### src/verilog/ccd_defines.svh
// register map, field positions, reset values and operation codes
`ifndef CCD_DEFINES_SVH
`define CCD_DEFINES_SVH

// ----------------------------------------------------------------
// register byte addresses
// ----------------------------------------------------------------
`define CCD_ADDR_W       8
`define CCD_REG_ISSUE    8'h00
`define CCD_REG_ACC      8'h04
`define CCD_REG_PC       8'h08
`define CCD_REG_PCH      8'h0C
`define CCD_REG_STAT     8'h10
`define CCD_REG_FADDR    8'h14
`define CCD_REG_FDATA    8'h18
`define CCD_REG_WDT      8'h1C
`define CCD_REG_TOP      8'h20

// ----------------------------------------------------------------
// status fields and reset values
// ----------------------------------------------------------------
`define CCD_ST_Z         0
`define CCD_ST_PD        1
`define CCD_ST_TO        2
`define CCD_ST_BUSY      3
`define CCD_ST_SKIP      4
`define CCD_ST_DEPTH_LO  5
`define CCD_RST_TO       1'b1
`define CCD_RST_PD       1'b1
`define CCD_RST_Z        1'b0
`define CCD_STACK_DEPTH  5'h10

// ----------------------------------------------------------------
// operation codes in issue word bits 2:0
// ----------------------------------------------------------------
`define CCD_OP_NONE      3'h0
`define CCD_OP_WDCLR     3'h1
`define CCD_OP_ACALL     3'h2
`define CCD_OP_INV       3'h3
`define CCD_OP_ZREG      3'h4
`define CCD_OP_DEC       3'h5
`define CCD_OP_ZACC      3'h6
`define CCD_OP_DECSKIP   3'h7

// ----------------------------------------------------------------
// bus responses
// ----------------------------------------------------------------
`define CCD_RESP_OKAY    2'h0
`define CCD_RESP_SLVERR  2'h2
`define CCD_RESP_DECERR  2'h3

`endif

### src/verilog/ccd_pkg.sv
// types and shared functions of the clear/decrement/call executor
package ccd_pkg;

	typedef enum logic [1:0] {CCD_IDLE, CCD_EXEC, CCD_SECOND} ccd_state_e;

	typedef struct packed {
		logic [6:0] faddr;
		logic       dest;
		logic [2:0] op;
	} ccd_instr_s;

	typedef struct packed {
		logic [7:0] data;
		logic       to_acc;
		logic       to_file;
		logic       upd_z;
		logic       z;
		logic       skip;
	} ccd_result_s;

	function automatic logic ccd_is_zero(input logic [7:0] v);
		return v == 8'h00;
	endfunction

	function automatic logic [31:0] ccd_merge(input logic [31:0] old_v,
		input logic [31:0] new_v, input logic [3:0] strb);
		logic [31:0] r;
		r = old_v;
		for (int i = 0; i < 4; i++) begin
			if (strb[i]) begin
				r[i*8 +: 8] = new_v[i*8 +: 8];
			end
		end
		return r;
	endfunction

endpackage

### src/verilog/ccd_exec_unit.sv
// combinational result of one issued operation
`timescale 1ns/1ps
module ccd_exec_unit
	import ccd_pkg::*;
(
	input  wire ccd_instr_s  instr,  // operation being executed
	input  wire logic [7:0]  fval,   // addressed register contents
	output ccd_result_s      res     // result and its routing
);
`include "ccd_defines.svh"

	wire logic [7:0] dec_v = fval - 8'h01;

	always_comb begin
		res = '0;
		unique case (instr.op)
			`CCD_OP_INV: begin
				res.data    = ~fval;
				res.to_acc  = ~instr.dest;
				res.to_file = instr.dest;
				res.upd_z   = 1'b1;
				res.z       = ccd_is_zero(~fval);
			end
			`CCD_OP_ZREG: begin
				res.to_file = 1'b1;
				res.upd_z   = 1'b1;
				res.z       = 1'b1;
			end
			`CCD_OP_DEC: begin
				res.data    = dec_v;
				res.to_acc  = ~instr.dest;
				res.to_file = instr.dest;
				res.upd_z   = 1'b1;
				res.z       = ccd_is_zero(dec_v);
			end
			`CCD_OP_ZACC: begin
				res.to_acc = 1'b1;
				res.upd_z  = 1'b1;
				res.z      = 1'b1;
			end
			`CCD_OP_DECSKIP: begin
				res.data    = dec_v;
				res.to_acc  = ~instr.dest;
				res.to_file = instr.dest;
				res.skip    = ccd_is_zero(dec_v);
			end
			`CCD_OP_NONE, `CCD_OP_WDCLR, `CCD_OP_ACALL: begin
				res = '0;
			end
		endcase
	end

endmodule

### src/verilog/ccd_core.sv
// executor for watchdog clear, accumulator call, invert, clear and decrement ops
//
// How it works
// - watchdog clear zeroes counter and prescaler
// - watchdog clear sets expiry and power-down flags
// - accumulator call pushes pc plus one
// - then pc gets high latch and accumulator
// - accumulator call: two cycles, flags unchanged
// - invert register, route by dest, update zero
// - clear register, zero flag set
// - decrement register, route by dest, update zero
// - clear accumulator, zero flag set
// - decrement-skip routes result, only the skip flag updated
// - zero result discards next op, two cycles
`timescale 1ns/1ps
module ccd_core
	import ccd_pkg::*;
(
	input  wire logic        aclk,           // core clock, 40 MHz
	input  wire logic        aresetn,        // synchronous reset, active low
	input  wire logic [7:0]  s_awaddr,       // write address
	input  wire logic        s_awvalid,      // write address valid
	output logic             s_awready,      // write address ready
	input  wire logic [31:0] s_wdata,        // write data
	input  wire logic [3:0]  s_wstrb,        // write byte enables
	input  wire logic        s_wvalid,       // write data valid
	output logic             s_wready,       // write data ready
	output logic [1:0]       s_bresp,        // write response
	output logic             s_bvalid,       // write response valid
	input  wire logic        s_bready,       // write response ready
	input  wire logic [7:0]  s_araddr,       // read address
	input  wire logic        s_arvalid,      // read address valid
	output logic             s_arready,      // read address ready
	output logic [31:0]      s_rdata,        // read data
	output logic [1:0]       s_rresp,        // read response
	output logic             s_rvalid,       // read data valid
	input  wire logic        s_rready        // read data ready
);
`include "ccd_defines.svh"

	// ----------------------------------------------------------------
	// state
	// ----------------------------------------------------------------
	ccd_state_e  state_r, state_nxt;
	ccd_instr_s  instr_r;
	ccd_result_s res;
	logic [7:0]  acc_r, faddr_r, wdt_r, presc_r;
	logic [14:0] pc_r;
	logic [6:0]  pch_r;
	logic        z_r, to_r, pd_r, skip_r;
	logic [3:0]  sp_r;
	logic [4:0]  depth_r;
	logic [7:0]  file_mem  [128];
	logic [14:0] stack_mem [16];
	logic        aw_got_r, w_got_r;
	logic [7:0]  awaddr_r;
	logic [31:0] wdata_r;
	logic [3:0]  wstrb_r;

	// ----------------------------------------------------------------
	// write channel
	// ----------------------------------------------------------------
	wire logic aw_hs     = s_awvalid & s_awready;
	wire logic w_hs      = s_wvalid & s_wready;
	wire logic wr_fire   = aw_got_r & w_got_r & ~s_bvalid;
	wire logic aw_got_nxt = ~wr_fire & (aw_got_r | aw_hs);
	wire logic w_got_nxt  = ~wr_fire & (w_got_r | w_hs);
	wire logic bvalid_nxt = wr_fire | (s_bvalid & ~s_bready);
	wire logic busy      = state_r != CCD_IDLE;

	wire logic wa_issue = awaddr_r == `CCD_REG_ISSUE;
	wire logic wa_acc   = awaddr_r == `CCD_REG_ACC;
	wire logic wa_pc    = awaddr_r == `CCD_REG_PC;
	wire logic wa_pch   = awaddr_r == `CCD_REG_PCH;
	wire logic wa_stat  = awaddr_r == `CCD_REG_STAT;
	wire logic wa_faddr = awaddr_r == `CCD_REG_FADDR;
	wire logic wa_fdata = awaddr_r == `CCD_REG_FDATA;
	wire logic wa_map   = wa_issue | wa_acc | wa_pc | wa_pch | wa_stat | wa_faddr
		| wa_fdata;
	wire logic wr_ok    = wr_fire & wa_map & ~busy;
	wire logic [1:0] wr_resp = ~wa_map ? `CCD_RESP_DECERR :
		busy ? `CCD_RESP_SLVERR : `CCD_RESP_OKAY;

	// merged words keep bytes whose enable is low
	wire logic [31:0] m_issue = ccd_merge({21'h0, instr_r}, wdata_r, wstrb_r);
	wire logic [31:0] m_acc   = ccd_merge({24'h0, acc_r}, wdata_r, wstrb_r);
	wire logic [31:0] m_pc    = ccd_merge({17'h0, pc_r}, wdata_r, wstrb_r);
	wire logic [31:0] m_pch   = ccd_merge({25'h0, pch_r}, wdata_r, wstrb_r);
	wire logic [31:0] m_stat  = ccd_merge({29'h0, to_r, pd_r, z_r}, wdata_r, wstrb_r);
	wire logic [31:0] m_faddr = ccd_merge({24'h0, faddr_r}, wdata_r, wstrb_r);
	wire logic [7:0]  fdata_v = wstrb_r[0] ? wdata_r[7:0] : file_mem[faddr_r[6:0]];

	always_ff @(posedge aclk) begin
		if (!aresetn) begin
			aw_got_r  <= 1'b0;
			w_got_r   <= 1'b0;
			awaddr_r  <= 8'h00;
			wdata_r   <= 32'h0000_0000;
			wstrb_r   <= 4'h0;
			s_awready <= 1'b0;
			s_wready  <= 1'b0;
			s_bvalid  <= 1'b0;
			s_bresp   <= `CCD_RESP_OKAY;
		end else begin
			if (aw_hs) begin
				awaddr_r <= s_awaddr;
			end
			if (w_hs) begin
				wdata_r <= s_wdata;
				wstrb_r <= s_wstrb;
			end
			if (wr_fire) begin
				s_bresp <= wr_resp;
			end
			aw_got_r  <= aw_got_nxt;
			w_got_r   <= w_got_nxt;
			s_bvalid  <= bvalid_nxt;
			s_awready <= ~aw_got_nxt & ~bvalid_nxt;
			s_wready  <= ~w_got_nxt & ~bvalid_nxt;
		end
	end

	// ----------------------------------------------------------------
	// read channel
	// ----------------------------------------------------------------
	wire logic [14:0] stack_top  = stack_mem[4'(sp_r - 4'h1)];
	wire logic [31:0] stat_word  = {22'h0, depth_r, skip_r, busy, to_r, pd_r, z_r};
	wire logic ar_hs      = s_arvalid & s_arready;
	wire logic rvalid_nxt = ar_hs | (s_rvalid & ~s_rready);
	wire logic [31:0] rd_word =
		(s_araddr == `CCD_REG_ISSUE) ? {21'h0, instr_r} :
		(s_araddr == `CCD_REG_ACC)   ? {24'h0, acc_r} :
		(s_araddr == `CCD_REG_PC)    ? {17'h0, pc_r} :
		(s_araddr == `CCD_REG_PCH)   ? {25'h0, pch_r} :
		(s_araddr == `CCD_REG_STAT)  ? stat_word :
		(s_araddr == `CCD_REG_FADDR) ? {24'h0, faddr_r} :
		(s_araddr == `CCD_REG_FDATA) ? {24'h0, file_mem[faddr_r[6:0]]} :
		(s_araddr == `CCD_REG_WDT)   ? {24'h0, wdt_r} :
		(s_araddr == `CCD_REG_TOP)   ? {17'h0, stack_top} : 32'h0000_0000;
	wire logic rd_map = (s_araddr[1:0] == 2'h0) && (s_araddr <= `CCD_REG_TOP);

	always_ff @(posedge aclk) begin
		if (!aresetn) begin
			s_arready <= 1'b0;
			s_rvalid  <= 1'b0;
			s_rdata   <= 32'h0000_0000;
			s_rresp   <= `CCD_RESP_OKAY;
		end else begin
			if (ar_hs) begin
				s_rdata <= rd_word;
				s_rresp <= rd_map ? `CCD_RESP_OKAY : `CCD_RESP_DECERR;
			end
			s_rvalid  <= rvalid_nxt;
			s_arready <= ~rvalid_nxt;
		end
	end

	// ----------------------------------------------------------------
	// execution
	// ----------------------------------------------------------------
	wire logic [7:0]  fval      = file_mem[instr_r.faddr];
	wire logic        exec      = state_r == CCD_EXEC;
	wire logic        second    = state_r == CCD_SECOND;
	wire logic        op_wdclr  = instr_r.op == `CCD_OP_WDCLR;
	wire logic        op_call   = instr_r.op == `CCD_OP_ACALL;
	wire logic        op_dskip  = instr_r.op == `CCD_OP_DECSKIP;
	wire logic        wd_clear  = exec & op_wdclr;
	wire logic        presc_end = presc_r == 8'hFF;
	wire logic        wdt_ovf   = presc_end & (wdt_r == 8'hFF);
	wire logic [14:0] pc_inc    = 15'(pc_r + 15'h0001);
	wire logic        we_issue  = wr_ok & wa_issue;
	wire logic        we_stat   = wr_ok & wa_stat;

	ccd_exec_unit u_exec (
		.instr (instr_r),
		.fval  (fval),
		.res   (res)
	);

	always_comb begin
		state_nxt = state_r;
		unique case (state_r)
			CCD_IDLE:   state_nxt = we_issue ? CCD_EXEC : CCD_IDLE;
			CCD_EXEC:   state_nxt = (op_call | res.skip) ? CCD_SECOND : CCD_IDLE;
			CCD_SECOND: state_nxt = CCD_IDLE;
			default:    state_nxt = CCD_IDLE;
		endcase
	end

	wire logic [7:0] acc_nxt = (exec & res.to_acc) ? res.data :
		(wr_ok & wa_acc) ? m_acc[7:0] : acc_r;
	// call: push in the first cycle, jump in the second; skip: step over the fetched op
	wire logic [14:0] pc_nxt = (exec & ~op_call) ? pc_inc :
		(second & op_call) ? {pch_r, acc_r} :
		second ? pc_inc :
		(wr_ok & wa_pc) ? m_pc[14:0] : pc_r;
	wire logic z_nxt  = (exec & res.upd_z) ? res.z :
		we_stat ? m_stat[`CCD_ST_Z] : z_r;
	// hardware overflow clear beats a software set landing in the same cycle
	wire logic to_nxt = wd_clear ? 1'b1 : wdt_ovf ? 1'b0 :
		we_stat ? m_stat[`CCD_ST_TO] : to_r;
	wire logic pd_nxt = wd_clear ? 1'b1 : we_stat ? m_stat[`CCD_ST_PD] : pd_r;
	wire logic [7:0] wdt_nxt = wd_clear ? 8'h00 :
		presc_end ? 8'(wdt_r + 8'h01) : wdt_r;
	wire logic [7:0] presc_nxt = wd_clear ? 8'h00 : 8'(presc_r + 8'h01);
	wire logic push = exec & op_call;

	always_ff @(posedge aclk) begin
		if (!aresetn) begin
			state_r <= CCD_IDLE;
			instr_r <= '0;
			acc_r   <= 8'h00;
			pc_r    <= 15'h0000;
			pch_r   <= 7'h00;
			faddr_r <= 8'h00;
			z_r     <= `CCD_RST_Z;
			to_r    <= `CCD_RST_TO;
			pd_r    <= `CCD_RST_PD;
			skip_r  <= 1'b0;
			wdt_r   <= 8'h00;
			presc_r <= 8'h00;
			sp_r    <= 4'h0;
			depth_r <= 5'h00;
		end else begin
			state_r <= state_nxt;
			acc_r   <= acc_nxt;
			pc_r    <= pc_nxt;
			z_r     <= z_nxt;
			to_r    <= to_nxt;
			pd_r    <= pd_nxt;
			wdt_r   <= wdt_nxt;
			presc_r <= presc_nxt;
			if (we_issue) begin
				instr_r <= ccd_instr_s'(m_issue[10:0]);
			end
			if (wr_ok & wa_pch) begin
				pch_r <= m_pch[6:0];
			end
			if (wr_ok & wa_faddr) begin
				faddr_r <= {1'b0, m_faddr[6:0]};
			end
			if (exec & op_dskip) begin
				skip_r <= res.skip;
			end
			// deepest level wraps over the oldest entry; depth saturates
			if (push) begin
				sp_r <= 4'(sp_r + 4'h1);
				if (depth_r != `CCD_STACK_DEPTH) begin
					depth_r <= 5'(depth_r + 5'h01);
				end
			end
		end
	end

	// memories carry no reset
	always_ff @(posedge aclk) begin
		if (push) begin
			stack_mem[sp_r] <= pc_inc;
		end
		if (exec & res.to_file) begin
			file_mem[instr_r.faddr] <= res.data;
		end else if (wr_ok & wa_fdata) begin
			file_mem[faddr_r[6:0]] <= fdata_v;
		end
	end

	wire logic is_inv  = exec & (instr_r.op == `CCD_OP_INV);
	wire logic is_zreg = exec & (instr_r.op == `CCD_OP_ZREG);
	wire logic is_dec  = exec & (instr_r.op == `CCD_OP_DEC);
	wire logic is_zacc = exec & (instr_r.op == `CCD_OP_ZACC);
	wire logic is_dsk  = exec & op_dskip;
endmodule

### config.mk
export PLATFORM = sky130hd
export DESIGN_NAME = ccd_core
export DESIGN_NICKNAME = d
export VERILOG_FILES = /design/src/verilog/ccd_pkg.sv /design/src/verilog/ccd_exec_unit.sv /design/src/verilog/ccd_core.sv
export VERILOG_INCLUDE_DIRS = /design/src /design/src/verilog
export SDC_FILE = /design/constraint.sdc
export NUM_CORES = 2
export LEC_CHECK = 0
export BUFFER_PORTS_ARGS = -buffer_cell sky130_fd_sc_hd__buf_4
export CAP_MARGIN = 0
export CORE_UTILIZATION = 45
export CTS_CLUSTER_DIAMETER = 30
export DETAILED_ROUTE_END_ITERATION = 8
export PLACE_DENSITY_LB_ADDON = 0.15
export SLEW_MARGIN = 20
export SYNTH_ARGS = -nofsm -noshare
export SYNTH_HDL_FRONTEND = slang
export SYNTH_SLANG_ARGS = --single-unit
### constraint.sdc
create_clock -name aclk -period 22.2 [get_ports aclk]
set_input_delay 2.22 -clock aclk [delete_from_list [all_inputs] [get_ports aclk]]
set_output_delay 2.22 -clock aclk [all_outputs]
set_load 0.005 [all_outputs]
==> out/results.ini <==
[run_status]
outcome = finished clean

[sta]
finClkSkew_ns = 0.0851
setup_slack_ns = 14.32
timing.fmax_mhz = 127
finalSetupViolCount = 0
fin_hold_ws_ns = 0.449
min_period_ns = 7.88
rsz0062_at_grt = false
finalHoldViolCount = 0
maxSlewViolCount = 0
post-route-period-util = 0.355
maxSlewHeadroom = 0.195
setup_tns_ns = 0
tightestPinTransition_ns = 1.20

[logic_synthesis]
synthSimpleGateAreaFrac = 0.0527
synth_fa_ha_area_frac = 0.00233
synthArstFlopShare = 0
ys.flop_type = edfxtp_1
ys_ff_latch = 1400
synth_area_per_cell_um2 = 17.6
synthCells = 3658
yosysTopAreaCellShare = 0.589
synth_xor_xnor_area_share = 0.00476
yosysSeqAreaShare = 0.631
synth_compound_area_frac = 0.0362
synth_area_leader_cell = edfxtp_1
synth_top_family_by_area = multiplexers
synth_mux_area_frac = 0.251
syn_area_um2 = 64400
synth_warnings = 0
yosys-top-cells-area = edfxtp_1 59%, mux4_2 23%, dfxtp_1 4.2%
synth-edff-count = 1264
synth_cell_types = 72

[floorplanning]
die_area_um2 = 145000
core_um2 = 142000
start_util = 0.455
rows = 138
die-width_um = 380
io_pins = 100
die_y_um = 380

[setup_path]
worstPathCellList = buf_4 -> buf_12 -> buf_4 -> mux4_2 -> mux4_2 -> mux4_2 -> mux2_2 -> or2_4 -> or2_2 -> o41ai_1 -> nor3_1 -> o21bai_4 -> buf_4 -> buf_4
path_common_cell = buf_4
cp.arrival_ns = 8.47
critPathLaunchType = register
end_kind = register
path_max_fanout = 101
path_class = reg -> reg
slowest_stage = dfxtp_4
critPathRequiredTime_ns = 22.79
cp_slowest_stage_delay_ns = 0.83

[clocking]
clockBufferDepth = 4
cts_tree = yes
cts.repair.resized = 0
cts_made_buffers = 324
cts_max_level = 5
postCtsSetupBuffers = 0
clk_latency_ns = 0.92
cts.clk_slew.worst_paths_ns = 0.04
cts_hold_buf = 0
cts.sink_count = 1400
root_buffer = clkbuf_16

[pwr]
leakage_nw = 23.6
peakVddDrop_v = 0.0000855
power_density_nw_per_um2 = 97.2

[grt]
grtUsageMet2 = 0.409
first_global_vias = 38900
use_met1 = 0.380
grt_usage = 0.272
grt_pass1_wl_um = 282000
gr-total-overflow = 0
antenna_found_initial = 10
grt_max_degree = 116
gr-max-usage-layer = met2
grt_use_met3 = 0.0761

[min_path]
worstHoldPathType = reg -> reg

[placed_design]
numPortBuffers = 63
dpl.hpwl_um = 124000
dp_slack_ns = 14.33
place.gp.congestion = 0.895

[job]
maxCapViolations = 0

[detailed_routing]
ant_nets = 0
drc = 0
vias_per_cell = 6.38
initialDrtViolationCount = 4621
via_count = 38600
post_drt_wl_per_cell_um = 32.3
routed_wl_um = 196000
first_pass_iters = 6

[cells_and_area]
area_growth_pct = 21.6
nFillCells = 10900
drive_gt1_frac = 0.360
layout.nets = 3987

-- critical path: cells and delay by family, from the launching register on --
| kind | cells | cell delay [ns] |
|---|---|---|
| buf+inv | 5 | 3.30 |
| mux | 4 | 1.91 |
| flops | 1 | 0.83 |
| simple gates | 3 | 0.76 |
| compound gates | 2 | 0.44 |
-- power breakdown --
| group | switching, W | internal, W |
|---|---|---|
| logic | 0.0000224 | 0.0000148 |
| registers | 0.00000725 | 0.00284 |
| clock network | 0.00146 | 0.00326 |
| total | 0.00149 | 0.00612 |
-- routing by layer --
metal	wire length (um)	vias to the layer above
met5	46	-
met1	79100	20400
met2	90200	2105
li1	-	15700
met4	6420	8
met3	19900	370
-- cell usage after synthesis (22+ instances only) --
master / number
edfxtp_1: 1264
mux2i_1: 111
dfxtp_1: 136
a21oi_1: 84
a31oi_1: 27
a211oi_1: 22
buf_2: 30
nor2_1: 302
nand2_1: 198
buf_4: 40
nand3_1: 47
clkbuf_1: 164
o21ai_0: 62
nor3_1: 33
buf_1: 61
or2_2: 24
o22ai_1: 38
mux4_2: 661
-- final timing paths --
path | start | end | slack, ns | depth (start not counted)
max | instr_r[6] | file_mem[77][5] | 14.32 | 14
min | w_got_r | s_wready | 0.45 | 1
max reg2reg | instr_r[6] | file_mem[77][5] | 14.32 | 14
min reg2reg | w_got_r | s_wready | 0.45 | 1
-- state kept, by name (all words and copies together), names as in the netlist, 8 cells and up, named ones only --
register / cells
file_mem: 1024
stack_mem: 240
pc_r: 15
s_rdata: 15
wdata_r: 15
instr_r: 11
acc_r: 8
awaddr_r: 8
presc_r: 8
wdt_r: 8
-- stage by stage --
| stage | instances | area, um2 | utilization | power (W) |
|---|---|---|---|---|
| final | 6054 | 78300 | 0.553 | 0.00762 |
| after global routing | 6052 | 78300 | 0.553 | 0.00779 |
| after CTS | 6050 | 78300 | 0.552 | 0.00766 |
| after detailed placement | 5479 | 67400 | 0.476 | 0.00293 |
| after global placement | 5479 | 67400 | 0.475 | 0.00293 |
| after floorplan | 3674 | 64500 | - | 0.00292 |
-- area by class of cell --
class                      count  area, um2  area share
antenna                        3       7.51   0.0000958
clock buffer                 379       8600       0.110
clock inverter               192       2260      0.0288
inverter                      24       90.1     0.00115
multi-input combinational   1951      22700       0.289
sequential                  1400      40700       0.520
tap                         1890       2360      0.0302
timing repair buffer         215       1660      0.0212
-- cells in the final DEF, fill, tap and decap left out, types with 37 or more instances in the layout --
| cell type | count |
|---|---|
| clkinv_2 | 51 |
| mux2i_1 | 111 |
| o21ai_0 | 59 |
| clkbuf_1 | 38 |
| nand2_1 | 198 |
| nor2_1 | 266 |
| a21oi_1 | 84 |
| edfxtp_1 | 1264 |
| buf_4 | 212 |
| o22ai_1 | 37 |
| bufinv_16 | 45 |
| mux4_2 | 661 |
| dfxtp_1 | 124 |
| clkbuf_16 | 334 |
| nand3_1 | 47 |
-- logic make-up after synthesis --
| group | count (synthesis) |
|---|---|
| AOI/OAI and AO/OA | 355 |
| buffers and inverters | 323 |
| muxes | 785 |
| other | 1 |
| adders and majority gates | 12 |
| xor gates and xnor gates | 35 |
| and+or+nand+nor | 747 |
| DFF | 1400 |
Note: power is estimated with default switching activity, not from simulation.
